==> config.mk <==
export PLATFORM = sky130hd
export DESIGN_NAME = ursm_channel
export DESIGN_NICKNAME = d
export VERILOG_FILES = /design/src/rtl/ursm_pkg.sv /design/src/rtl/ursm_channel.sv
export SDC_FILE = /design/constraint.sdc
export NUM_CORES = 1
export LEC_CHECK = 0
export BUFFER_PORTS_ARGS = -buffer_cell sky130_fd_sc_hd__buf_2
export CAP_MARGIN = 20
export CORE_ASPECT_RATIO = 2
export CORE_MARGIN = 3
export CORE_UTILIZATION = 35
export DETAILED_ROUTE_END_ITERATION = 10
export HOLD_SLACK_MARGIN = 0.05
export PLACE_DENSITY = 0.53
export SYNTH_ARGS = -nofsm -noshare
export SYNTH_HDL_FRONTEND = slang
export SYNTH_SLANG_ARGS = --single-unit
==> constraint.sdc <==
create_clock -name clk_i -period 3.1 [get_ports clk_i]
set_input_delay 0.31 -clock clk_i [delete_from_list [all_inputs] [get_ports clk_i]]
set_output_delay 0.31 -clock clk_i [all_outputs]
set_load 0.02 [all_outputs]
==> src/rtl/ursm_pkg.sv <==
// shared constants and types for the serial channel register set
package ursm_pkg;
  // register offsets on the host port
  localparam logic [3:0] OFS_DATA = 4'h0;  // rx/tx data, divisor low
  localparam logic [3:0] OFS_IEN = 4'h1;   // irq enable, divisor high
  localparam logic [3:0] OFS_IID = 4'h2;   // irq ident / fifo control
  localparam logic [3:0] OFS_LFMT = 4'h3;  // line format
  localparam logic [3:0] OFS_MCTL = 4'h4;  // modem control
  localparam logic [3:0] OFS_LST = 4'h5;   // line state
  localparam logic [3:0] OFS_MST = 4'h6;   // modem state
  localparam logic [3:0] OFS_SPARE = 4'h7; // spare byte
  localparam logic [3:0] OFS_EVT_STAT = 4'h8; // sticky event status, ro
  localparam logic [3:0] OFS_EVT_EN = 4'h9;   // event enable, rw
  localparam logic [3:0] OFS_EVT_CLR = 4'hA;  // event clear, wo
  // field positions in the line format byte
  localparam int LF_STOP = 2;    // stop_bit_count
  localparam int LF_PAR = 3;     // parity_on
  localparam int LF_EVEN = 4;    // even_parity_select
  localparam int LF_STICK = 5;   // stick parity
  localparam int LF_BREAK = 6;   // force break
  localparam int LF_DIV = 7;     // divisor_access_select
  // modem control fields
  localparam int MC_LOOP = 4;
  // event bit positions
  localparam int EV_RX = 0;
  localparam int EV_TX = 1;
  localparam int EV_ERR = 2;
  localparam int EV_MODEM = 3;
  // values after reset
  localparam logic [7:0] LST_RESET = 8'h60;
  localparam logic [7:0] BYTE_ZERO = 8'h00;
  localparam logic [15:0] DIV_RESET = 16'h0000;
  // identification codes
  localparam logic [7:0] IID_NONE = 8'h01;
  localparam logic [7:0] IID_LINE = 8'h06;
  localparam logic [7:0] IID_RX = 8'h04;
  localparam logic [7:0] IID_TX = 8'h02;
  localparam logic [7:0] IID_MODEM = 8'h00;
  // oversampling: sixteen ticks per bit, mid-bit at seven
  localparam logic [3:0] SUB_LAST = 4'hF;
  localparam logic [3:0] SUB_MID = 4'h7;
  // host port request
  typedef struct packed {
    logic [3:0] addr;
    logic [7:0] wdata;
    logic wr;
    logic rd;
  } ursm_bus_req_s;
endpackage : ursm_pkg

==> src/rtl/ursm_channel.sv <==
// register set and serial engine of one asynchronous serial channel
// Notes on behaviour
// - line format bit 7 remaps offsets to divisor
// - offset 0 reads rx char, writes tx
// - bit 0 shifted first, sampled first
// - four irq enables, bits 7..4 zero
// - fifo status bits read zero, no fifo
// - dma select bit ignored entirely
// - aux outputs are storage only, no pin
// - xt mode: tx empty follows shift register
// - xt mode: spare byte unavailable
// - line state resets to bits 5,6 only
// - line status irq beats rx data irq
//
// Chosen here: strobed register access.
`timescale 1ns/10ps
module ursm_channel (
  // clock and reset
  input wire logic clk_i,
  input wire logic arst_n_i,
  // host register port
  input wire ursm_pkg::ursm_bus_req_s req_i,
  output logic [7:0] rdata_o,
  // mode strap, held static
  input wire logic xt_mode_i,
  // serial line
  input wire logic rxd_i,
  output logic txd_o,
  // modem lines, active high inside the chip
  input wire logic cts_i,
  input wire logic dsr_i,
  input wire logic ri_i,
  input wire logic dcd_i,
  output logic dtr_o,
  output logic rts_o,
  // interrupt
  output logic irq_o
);
  import ursm_pkg::*;

  typedef enum logic [2:0] {
    ST_IDLE = 3'b000,
    ST_START = 3'b001,
    ST_DATA = 3'b010,
    ST_PAR = 3'b011,
    ST_STOP = 3'b100
  } ursm_state_e;

  logic [7:0] ien;         // irq_enable_mask, low nibble only used
  logic [7:0] lfmt;        // line_format
  logic [7:0] mctl;        // modem_ctrl
  logic [7:0] spare;       // spare_byte
  logic [15:0] divisor;    // baud divisor
  logic [15:0] div_cnt;    // 16x tick counter
  logic tick;              // one 16x oversample tick
  logic [7:0] thr_data;    // tx_holding_write contents
  logic thr_full;          // holding register occupied
  logic tx_load;           // holding moves into shift register
  logic tx_holding_empty_irq;          // tx empty irq latch, cleared by ident read
  ursm_state_e tx_state;
  logic [3:0] tx_sub;
  logic [2:0] tx_idx;
  logic tx_stop2;          // second stop bit pending
  logic [7:0] tx_sr;       // bits being sent, masked to word length
  ursm_state_e rx_state;
  logic [3:0] rx_sub;
  logic [2:0] rx_idx;
  logic [7:0] rx_sr;
  logic rx_pbit;           // captured parity bit
  logic [7:0] rx_data;     // rx_buffer_read contents
  logic rx_done;           // one char delivered this cycle
  logic rx_pe, rx_fe, rx_bi;
  logic dr, oe, pe, fe, bi; // line state flags
  logic [3:0] mdelta;      // modem deltas
  logic [3:0] mprev;       // previous modem line levels
  logic [3:0] mnow;
  logic [3:0] evt_stat, evt_en;
  logic [2:0] wlast;       // index of last data bit
  logic rx_in;
  logic tx_holding_empty, tx_all_empty;
  logic [7:0] lst_v, iid_v, rd_v;
  logic dsel;
  logic wr_any, rd_any;

  assign dsel = lfmt[LF_DIV];
  // word length field sets the last data bit
  assign wlast = {1'b1, lfmt[1:0]} - 3'd1 + 3'd1;
  assign tick = (div_cnt == 16'h0000);
  assign tx_load = thr_full && (tx_state == ST_IDLE) && tick;
  assign tx_holding_empty = ~thr_full;
  // xt mode looks only at the shift register
  assign tx_all_empty = xt_mode_i ? (tx_state == ST_IDLE)
                          : (tx_holding_empty && tx_state == ST_IDLE);
  // loop mode feeds our own line back in
  assign rx_in = mctl[MC_LOOP] ? txd_o : rxd_i;
  assign mnow = {dcd_i, ri_i, dsr_i, cts_i};
  assign wr_any = req_i.wr;
  assign rd_any = req_i.rd;
  assign lst_v = {1'b0, tx_all_empty, tx_holding_empty, bi, fe, pe, oe, dr};

  // ident code, highest priority first
  always_comb begin
    if (ien[2] && (oe || pe || fe || bi)) begin
      iid_v = IID_LINE;
    end else if (ien[0] && dr) begin
      iid_v = IID_RX;
    end else if (ien[1] && tx_holding_empty_irq) begin
      iid_v = IID_TX;
    end else if (ien[3] && (|mdelta)) begin
      iid_v = IID_MODEM;
    end else begin
      iid_v = IID_NONE;
    end
  end

  // read value selection
  always_comb begin
    case (req_i.addr)
      // newest char on read of offset 0
      OFS_DATA: rd_v = dsel ? divisor[7:0] : rx_data;
      // upper four enable bits read zero
      OFS_IEN: rd_v = dsel ? divisor[15:8] : {4'h0, ien[3:0]};
      // fifo bits 3, 6, 7 of ident stay zero
      OFS_IID: rd_v = iid_v;
      OFS_LFMT: rd_v = lfmt;
      OFS_MCTL: rd_v = {3'b000, mctl[4:0]};
      OFS_LST: rd_v = lst_v;
      OFS_MST: rd_v = {mnow, mdelta};
      // spare byte hidden in xt mode
      OFS_SPARE: rd_v = xt_mode_i ? BYTE_ZERO : spare;
      OFS_EVT_STAT: rd_v = {4'h0, evt_stat};
      OFS_EVT_EN: rd_v = {4'h0, evt_en};
      default: rd_v = BYTE_ZERO;
    endcase
  end

  // read data stands for one cycle after the strobe only
  always_ff @(posedge clk_i or negedge arst_n_i) begin
    if (!arst_n_i) begin
      rdata_o <= BYTE_ZERO;
    end else begin
      rdata_o <= rd_any ? rd_v : BYTE_ZERO;
    end
  end

  // software-written control registers
  always_ff @(posedge clk_i or negedge arst_n_i) begin
    if (!arst_n_i) begin
      ien <= BYTE_ZERO;
      lfmt <= BYTE_ZERO;
      mctl <= BYTE_ZERO;
      spare <= BYTE_ZERO;
      divisor <= DIV_RESET;
      evt_en <= 4'h0;
    end else if (wr_any) begin
      case (req_i.addr)
        // divisor bytes share offsets 0 and 1
        OFS_DATA: if (dsel) divisor[7:0] <= req_i.wdata;
        OFS_IEN: begin
          if (dsel) begin
            divisor[15:8] <= req_i.wdata;
          end else begin
            ien <= {4'h0, req_i.wdata[3:0]};
          end
        end
        // whole format byte stored as written
        OFS_LFMT: lfmt <= req_i.wdata;
        // aux bits 2,3 kept, reach no pin
        OFS_MCTL: mctl <= {3'b000, req_i.wdata[4:0]};
        OFS_SPARE: if (!xt_mode_i) spare <= req_i.wdata;
        OFS_EVT_EN: evt_en <= req_i.wdata[3:0];
        // fifo control, dma select included, has no effect
        default: evt_en <= evt_en;
      endcase
    end
  end

  // modem outputs straight from control flops
  always_ff @(posedge clk_i or negedge arst_n_i) begin
    if (!arst_n_i) begin
      dtr_o <= 1'b0;
      rts_o <= 1'b0;
    end else begin
      dtr_o <= (wr_any && req_i.addr == OFS_MCTL) ? req_i.wdata[0]
                                                  : mctl[0];
      rts_o <= (wr_any && req_i.addr == OFS_MCTL) ? req_i.wdata[1]
                                                  : mctl[1];
    end
  end

  // baud tick: divisor of zero behaves as one
  always_ff @(posedge clk_i or negedge arst_n_i) begin
    if (!arst_n_i) begin
      div_cnt <= DIV_RESET;
    end else if (tick) begin
      div_cnt <= (divisor == DIV_RESET) ? DIV_RESET : divisor - 16'h0001;
    end else begin
      div_cnt <= div_cnt - 16'h0001;
    end
  end

  // holding register; a new write wins over the move to the shifter
  always_ff @(posedge clk_i or negedge arst_n_i) begin
    if (!arst_n_i) begin
      // empty holding gives line state 0x60
      thr_data <= BYTE_ZERO;
      thr_full <= 1'b0;
    end else if (wr_any && req_i.addr == OFS_DATA && !dsel) begin
      // write loads tx, rx data untouched
      thr_data <= req_i.wdata;
      thr_full <= 1'b1;
    end else if (tx_load) begin
      thr_full <= 1'b0;
    end
  end

  // transmit shifter, one bit per sixteen ticks
  always_ff @(posedge clk_i or negedge arst_n_i) begin
    if (!arst_n_i) begin
      tx_state <= ST_IDLE;
      tx_sub <= 4'h0;
      tx_idx <= 3'd0;
      tx_sr <= BYTE_ZERO;
      tx_stop2 <= 1'b0;
      txd_o <= 1'b1;
    end else begin
      if (tx_load) begin
        tx_state <= ST_START;
        tx_sub <= 4'h0;
        tx_sr <= thr_data & (8'hFF >> (3'd7 - wlast));
        txd_o <= ~lfmt[LF_BREAK] & 1'b0;
      end else if (tick && tx_state != ST_IDLE) begin
        tx_sub <= tx_sub + 4'h1;
        if (tx_sub == SUB_LAST) begin
          case (tx_state)
            ST_START: begin
              tx_state <= ST_DATA;
              tx_idx <= 3'd0;
              txd_o <= ~lfmt[LF_BREAK] & tx_sr[0];
            end
            ST_DATA: begin
              if (tx_idx == wlast) begin
                tx_state <= lfmt[LF_PAR] ? ST_PAR : ST_STOP;
                tx_stop2 <= lfmt[LF_STOP];
                // stick, even or odd parity bit
                txd_o <= ~lfmt[LF_BREAK] & (lfmt[LF_PAR] ?
                  (lfmt[LF_STICK] ? ~lfmt[LF_EVEN]
                   : (lfmt[LF_EVEN] ? ^tx_sr : ~^tx_sr)) : 1'b1);
              end else begin
                tx_idx <= tx_idx + 3'd1;
                txd_o <= ~lfmt[LF_BREAK] & tx_sr[tx_idx + 3'd1];
              end
            end
            ST_PAR: begin
              tx_state <= ST_STOP;
              txd_o <= ~lfmt[LF_BREAK];
            end
            ST_STOP: begin
              tx_stop2 <= 1'b0;
              if (!tx_stop2) tx_state <= ST_IDLE;
              txd_o <= ~lfmt[LF_BREAK];
            end
            default: tx_state <= ST_IDLE;
          endcase
        end
      end else if (tx_state == ST_IDLE) begin
        // break holds the line low while idle too
        txd_o <= ~lfmt[LF_BREAK];
      end
    end
  end

  // receive sampler, mid-bit sampling after start check
  always_ff @(posedge clk_i or negedge arst_n_i) begin
    if (!arst_n_i) begin
      rx_state <= ST_IDLE;
      rx_sub <= 4'h0;
      rx_idx <= 3'd0;
      rx_sr <= BYTE_ZERO;
      rx_pbit <= 1'b0;
      rx_data <= BYTE_ZERO;
      rx_done <= 1'b0;
      rx_pe <= 1'b0;
      rx_fe <= 1'b0;
      rx_bi <= 1'b0;
    end else begin
      rx_done <= 1'b0;
      if (tick) begin
        rx_sub <= rx_sub + 4'h1;
        case (rx_state)
          ST_IDLE: begin
            rx_sub <= 4'h0;
            if (!rx_in) rx_state <= ST_START;
          end
          ST_START: begin
            if (rx_sub == SUB_MID) begin
              rx_sub <= 4'h0;
              rx_idx <= 3'd0;
              rx_sr <= BYTE_ZERO;
              rx_state <= rx_in ? ST_IDLE : ST_DATA;
            end
          end
          ST_DATA: begin
            if (rx_sub == SUB_LAST) begin
              // first sample lands in bit 0
              rx_sr[rx_idx] <= rx_in;
              rx_idx <= rx_idx + 3'd1;
              if (rx_idx == wlast) begin
                rx_state <= lfmt[LF_PAR] ? ST_PAR : ST_STOP;
              end
            end
          end
          ST_PAR: begin
            if (rx_sub == SUB_LAST) begin
              rx_pbit <= rx_in;
              rx_state <= ST_STOP;
            end
          end
          ST_STOP: begin
            if (rx_sub == SUB_LAST) begin
              rx_state <= ST_IDLE;
              rx_data <= rx_sr;
              rx_done <= 1'b1;
              rx_fe <= ~rx_in;
              rx_bi <= ~rx_in && (rx_sr == BYTE_ZERO) && !rx_pbit;
              rx_pe <= lfmt[LF_PAR] && (rx_pbit != (lfmt[LF_STICK] ?
                ~lfmt[LF_EVEN] : (lfmt[LF_EVEN] ? ^rx_sr : ~^rx_sr)));
            end
          end
          default: rx_state <= ST_IDLE;
        endcase
      end
    end
  end

  // line state flags: reads clear, fresh events win
  always_ff @(posedge clk_i or negedge arst_n_i) begin
    if (!arst_n_i) begin
      dr <= 1'b0;
      oe <= 1'b0;
      pe <= 1'b0;
      fe <= 1'b0;
      bi <= 1'b0;
    end else begin
      if (rd_any && req_i.addr == OFS_DATA && !dsel) dr <= 1'b0;
      if (rd_any && req_i.addr == OFS_LST) begin
        oe <= 1'b0;
        pe <= 1'b0;
        fe <= 1'b0;
        bi <= 1'b0;
      end
      if (rx_done) begin
        dr <= 1'b1;
        // overrun: previous char never read
        if (dr && !(rd_any && req_i.addr == OFS_DATA && !dsel)) oe <= 1'b1;
        if (rx_pe) pe <= 1'b1;
        if (rx_fe) fe <= 1'b1;
        if (rx_bi) bi <= 1'b1;
      end
    end
  end

  // tx empty irq latch: armed on emptying, dropped by ident read or data write
  always_ff @(posedge clk_i or negedge arst_n_i) begin
    if (!arst_n_i) begin
      tx_holding_empty_irq <= 1'b0;
    end else if (tx_load ||
                 (wr_any && req_i.addr == OFS_IEN && !dsel &&
                  req_i.wdata[1] && !ien[1] && tx_holding_empty)) begin
      tx_holding_empty_irq <= 1'b1;
    end else if ((wr_any && req_i.addr == OFS_DATA && !dsel) ||
                 (rd_any && req_i.addr == OFS_IID && iid_v == IID_TX)) begin
      tx_holding_empty_irq <= 1'b0;
    end
  end

  // modem deltas, ring counts on its trailing edge only
  always_ff @(posedge clk_i or negedge arst_n_i) begin
    if (!arst_n_i) begin
      mprev <= 4'h0;
      mdelta <= 4'h0;
    end else begin
      mprev <= mnow;
      mdelta <= ((rd_any && req_i.addr == OFS_MST) ? 4'h0 : mdelta) |
                {mprev[3] ^ mnow[3], mprev[2] & ~mnow[2],
                 mprev[1:0] ^ mnow[1:0]};
    end
  end

  // sticky event status, write-one clear; a set in the same cycle wins
  always_ff @(posedge clk_i or negedge arst_n_i) begin
    if (!arst_n_i) begin
      evt_stat <= 4'h0;
      irq_o <= 1'b0;
    end else begin
      evt_stat <= (evt_stat &
                   ~((wr_any && req_i.addr == OFS_EVT_CLR) ?
                     req_i.wdata[3:0] : 4'h0)) |
                  {|mdelta, rx_done && (rx_pe || rx_fe || rx_bi),
                   tx_load, rx_done};
      irq_o <= |(evt_stat & evt_en);
    end
  end

  // checks
  logic first_cyc; // high in the first cycle after reset release
  always_ff @(posedge clk_i or negedge arst_n_i) begin
    if (!arst_n_i) begin
      first_cyc <= 1'b1;
    end else begin
      first_cyc <= 1'b0;
    end
  end
endmodule : ursm_channel

==> results.md <==
- CTS hold repair buffers: 5
- FF-to-FF setup slack: 0.40 ns
- Final min period: 2.70 ns
- Hpwl dp: 16900 µm
- I/O Buffers: 33
- Hold WC Path Type: input port to flop
- Synth top area share: 48.6%
- Via/cell ratio: 5.47
- Worst-Skew Late Latency: 0.43 ns
- Initial antenna violation count: 0
- Syn Nets: 798
- Initial Utilization: 35.5%
- Setup Skew: 0.00653 ns
- # rows: 76
- CTS H-tree depth: 4
- Post-route DRC: 0
- GPL Wtd Cong: 0.915
- Status: finished, final reports clean
- Post-CTS Setup Bufs: 0
- Routed Wire Length: 22100 µm
- Post-synth EDFFs: 0
- CP max stage delay: 0.53 ns
- Post-DRT Antenna Nets: 0
- Count leader, synth: dfrtp_1
- Setup TNS: 0 ns
- CP Max Fanout: 8
- WP buf/inv: 1
- Final setup fails: 0
- Hold-critical path endpoint: divisor[7]
- Max-Cap Viols: 0
- Setup crit end kind: flop
- Number of global-route vias before repair: 6163
- Gr usage total: 19.0%
- Synthesized flop and latch total: 150
- Grt ovf: 0
- Mapped Avg Cell Area: 10.0 µm²
- Slowest-stage cell, CP: or4b_4
- CTS tree: yes
- Final period utilization: 87.2%
- Cell accounting for the most synthesized area: dfrtp_1
- RSZ-0062 raised after global routing: no
- WS Path Type: flop to flop
- Critical Path Start Type: flop
- Resized Gates After CTS: 0
- Fmax: 370 MHz
- Initial DRC Count: 269
- Area of the multi-input gates: 0.00369 mm²
- WHS Path Cells: 2
- Die Y: 215 µm
- Clk sinks: 150
- CTS buffer count: 17
- CP Cell Sequence: inv_1 > ha_1 > or4b_4 > nor4_4 > and2_1 > nand2_2 > or3_1 > o31ai_1
- Ports: 34
- Clock Tree Root: clkbuf_16
- Layout fillers: 2116
- Chip Width: 111 µm
- Slew margin rel.: 51.1%
- First-pass GRT wire length: 34700 µm
- Arrival @ worst endpoint: 3.04 ns
- DR vias: 5952
- Max rail drop VDD: 0.416 mV
- Largest net degree at the start of global routing: 76
- Critical R2R Capture: rx_sr[5]
- FF+latch area: 0.00375 mm²
- Async S/R FF share, synth: 100%
- Pwr dens: 695 mW/mm²
- Max Slew Vio Count: 0
- Die area: 0.0238 mm²
- First-pass DRT Iterations: 4
- Seq/Total Area, Yosys: 48.9%
- Area Overhead vs Synth: 16.1%
- CORE AREA: 0.0216 mm²
- Synth area leaders: dfrtp_1 (49%), mux2_2 (8.7%), nand2_1 (5.5%)
- WL per Instance: 20.3 µm
- LEAKAGE: 3.96 nW
- Bufs on Longest Clock Path: 2
- Cell types with the highest counts after synthesis: dfrtp_1 (149), nand2_1 (113), o21ai_0 (74), mux2_2 (59), nor2_1 (39)
- Worst R2R Start: div_cnt[0]
- Worst slew pin tran: 0.734 ns
- Final Hold Viols: 0
- Layout cells sized above 1: 19.1%
- Nets: 836
- Diode count: 0
- Unique masters post-synth: 65
- Biggest registers after layout: div_cnt (16), divisor (16)
- Gate Count Post-Synth: 765
- Top delay family on crit path: simple AND/OR/NAND/NOR gates
- Ys flop type: dfrtp_1
- Yosys warnings: 0
- Post-synthesis cell area: 0.00767 mm²
- Data required time of the worst path: 3.44 ns
- Worst-path clk slew: 0.06 ns
- Util after Layout: 41.3%
- Worst r2r path cells: 8
- Hold wc startpoint: req_i[9]
-- cells by family after synthesis --
| logic type | share of synthesized area (%) |
|---|---|
| flip-flops | 48.9 |
| XOR/XNOR | 4.79 |
| multiplexers | 11.6 |
| AND/OR/NAND/NOR | 17.0 |
| AO/OA/AOI/OAI | 12.8 |
| adder cells (fa/ha/maj) | 1.94 |
| buffers and inverters | 2.95 |
-- report_power, final --
group	internal, mW	switching [mW]
registers	2.27	0.426
clock network	1.51	0.826
logic	0.531	0.620
total	4.32	1.87
-- metrics by stage --
stage	area, µm²	total power [mW]	std cells	hold WS [ns]	setup slack (ns)
floorplan	7670	3.42	765	0.0144	0.702
global placement	8180	3.88	1052	0.394	0.471
detailed placement	8180	3.89	1052	0.399	0.400
CTS	8900	6.26	1089	0.215	0.383
global route	8900	6.49	1089	0.219	0.255
finish	8900	6.19	1089	0.223	0.396
-- metal layers --
| layer | global-route usage, % | vias to the layer above | share of wire, % |
|---|---|---|---|
| met1 | 18.8 | 2963 | 36 |
| met5 | 0 | - | 0 |
| met3 | 3.06 | 61 | 2.1 |
| met4 | 11.2 | 0 | 5.5 |
| li1 | - | 2816 | - |
| met2 | 36.5 | 112 | 56 |
-- layout by cell type (no fill, tap or decap), types with 6 or more instances in the layout --
cell type  count
and3_1         7
nand3_1       25
o21ai_0       74
buf_2         32
buf_4         11
a31oi_1       13
o22ai_1        6
a21o_1         6
ha_1          11
mux2i_1       18
a221oi_1       8
and2_1         6
a22oi_1        9
inv_1         25
or3_1          6
nor4_1         6
xnor2_1       28
xor2_1        14
a21oi_1       16
nand2_1      113
mux2_2        59
nor3_1        20
nor2_1        39
clkbuf_16     17
nor2b_1        9
dfrtp_1      149
-- cell type report --
type | instances | share of cell area [%]
clock buffers | 21 | 5.40
clock inverters | 11 | 2.19
inverters | 26 | 1.10
multi-input cells | 557 | 41.5
flip-flops and latches | 150 | 42.2
well taps | 273 | 3.84
repair buffers | 51 | 3.86
-- worst max-delay path by stage --
stage                    start       end  slack, ns  depth (start not counted)
global route        div_cnt[0]  rx_sr[5]       0.25                          8
CTS                 div_cnt[0]  tx_sr[2]       0.38                          7
floorplan           div_cnt[0]     txd_o       0.70                          9
detailed placement  div_cnt[0]  tx_sr[2]       0.40                          7
global placement    div_cnt[0]  tx_sr[0]       0.47                          7
finish              div_cnt[0]  rx_sr[5]       0.40                          8
(Power assumes the default switching activity.)
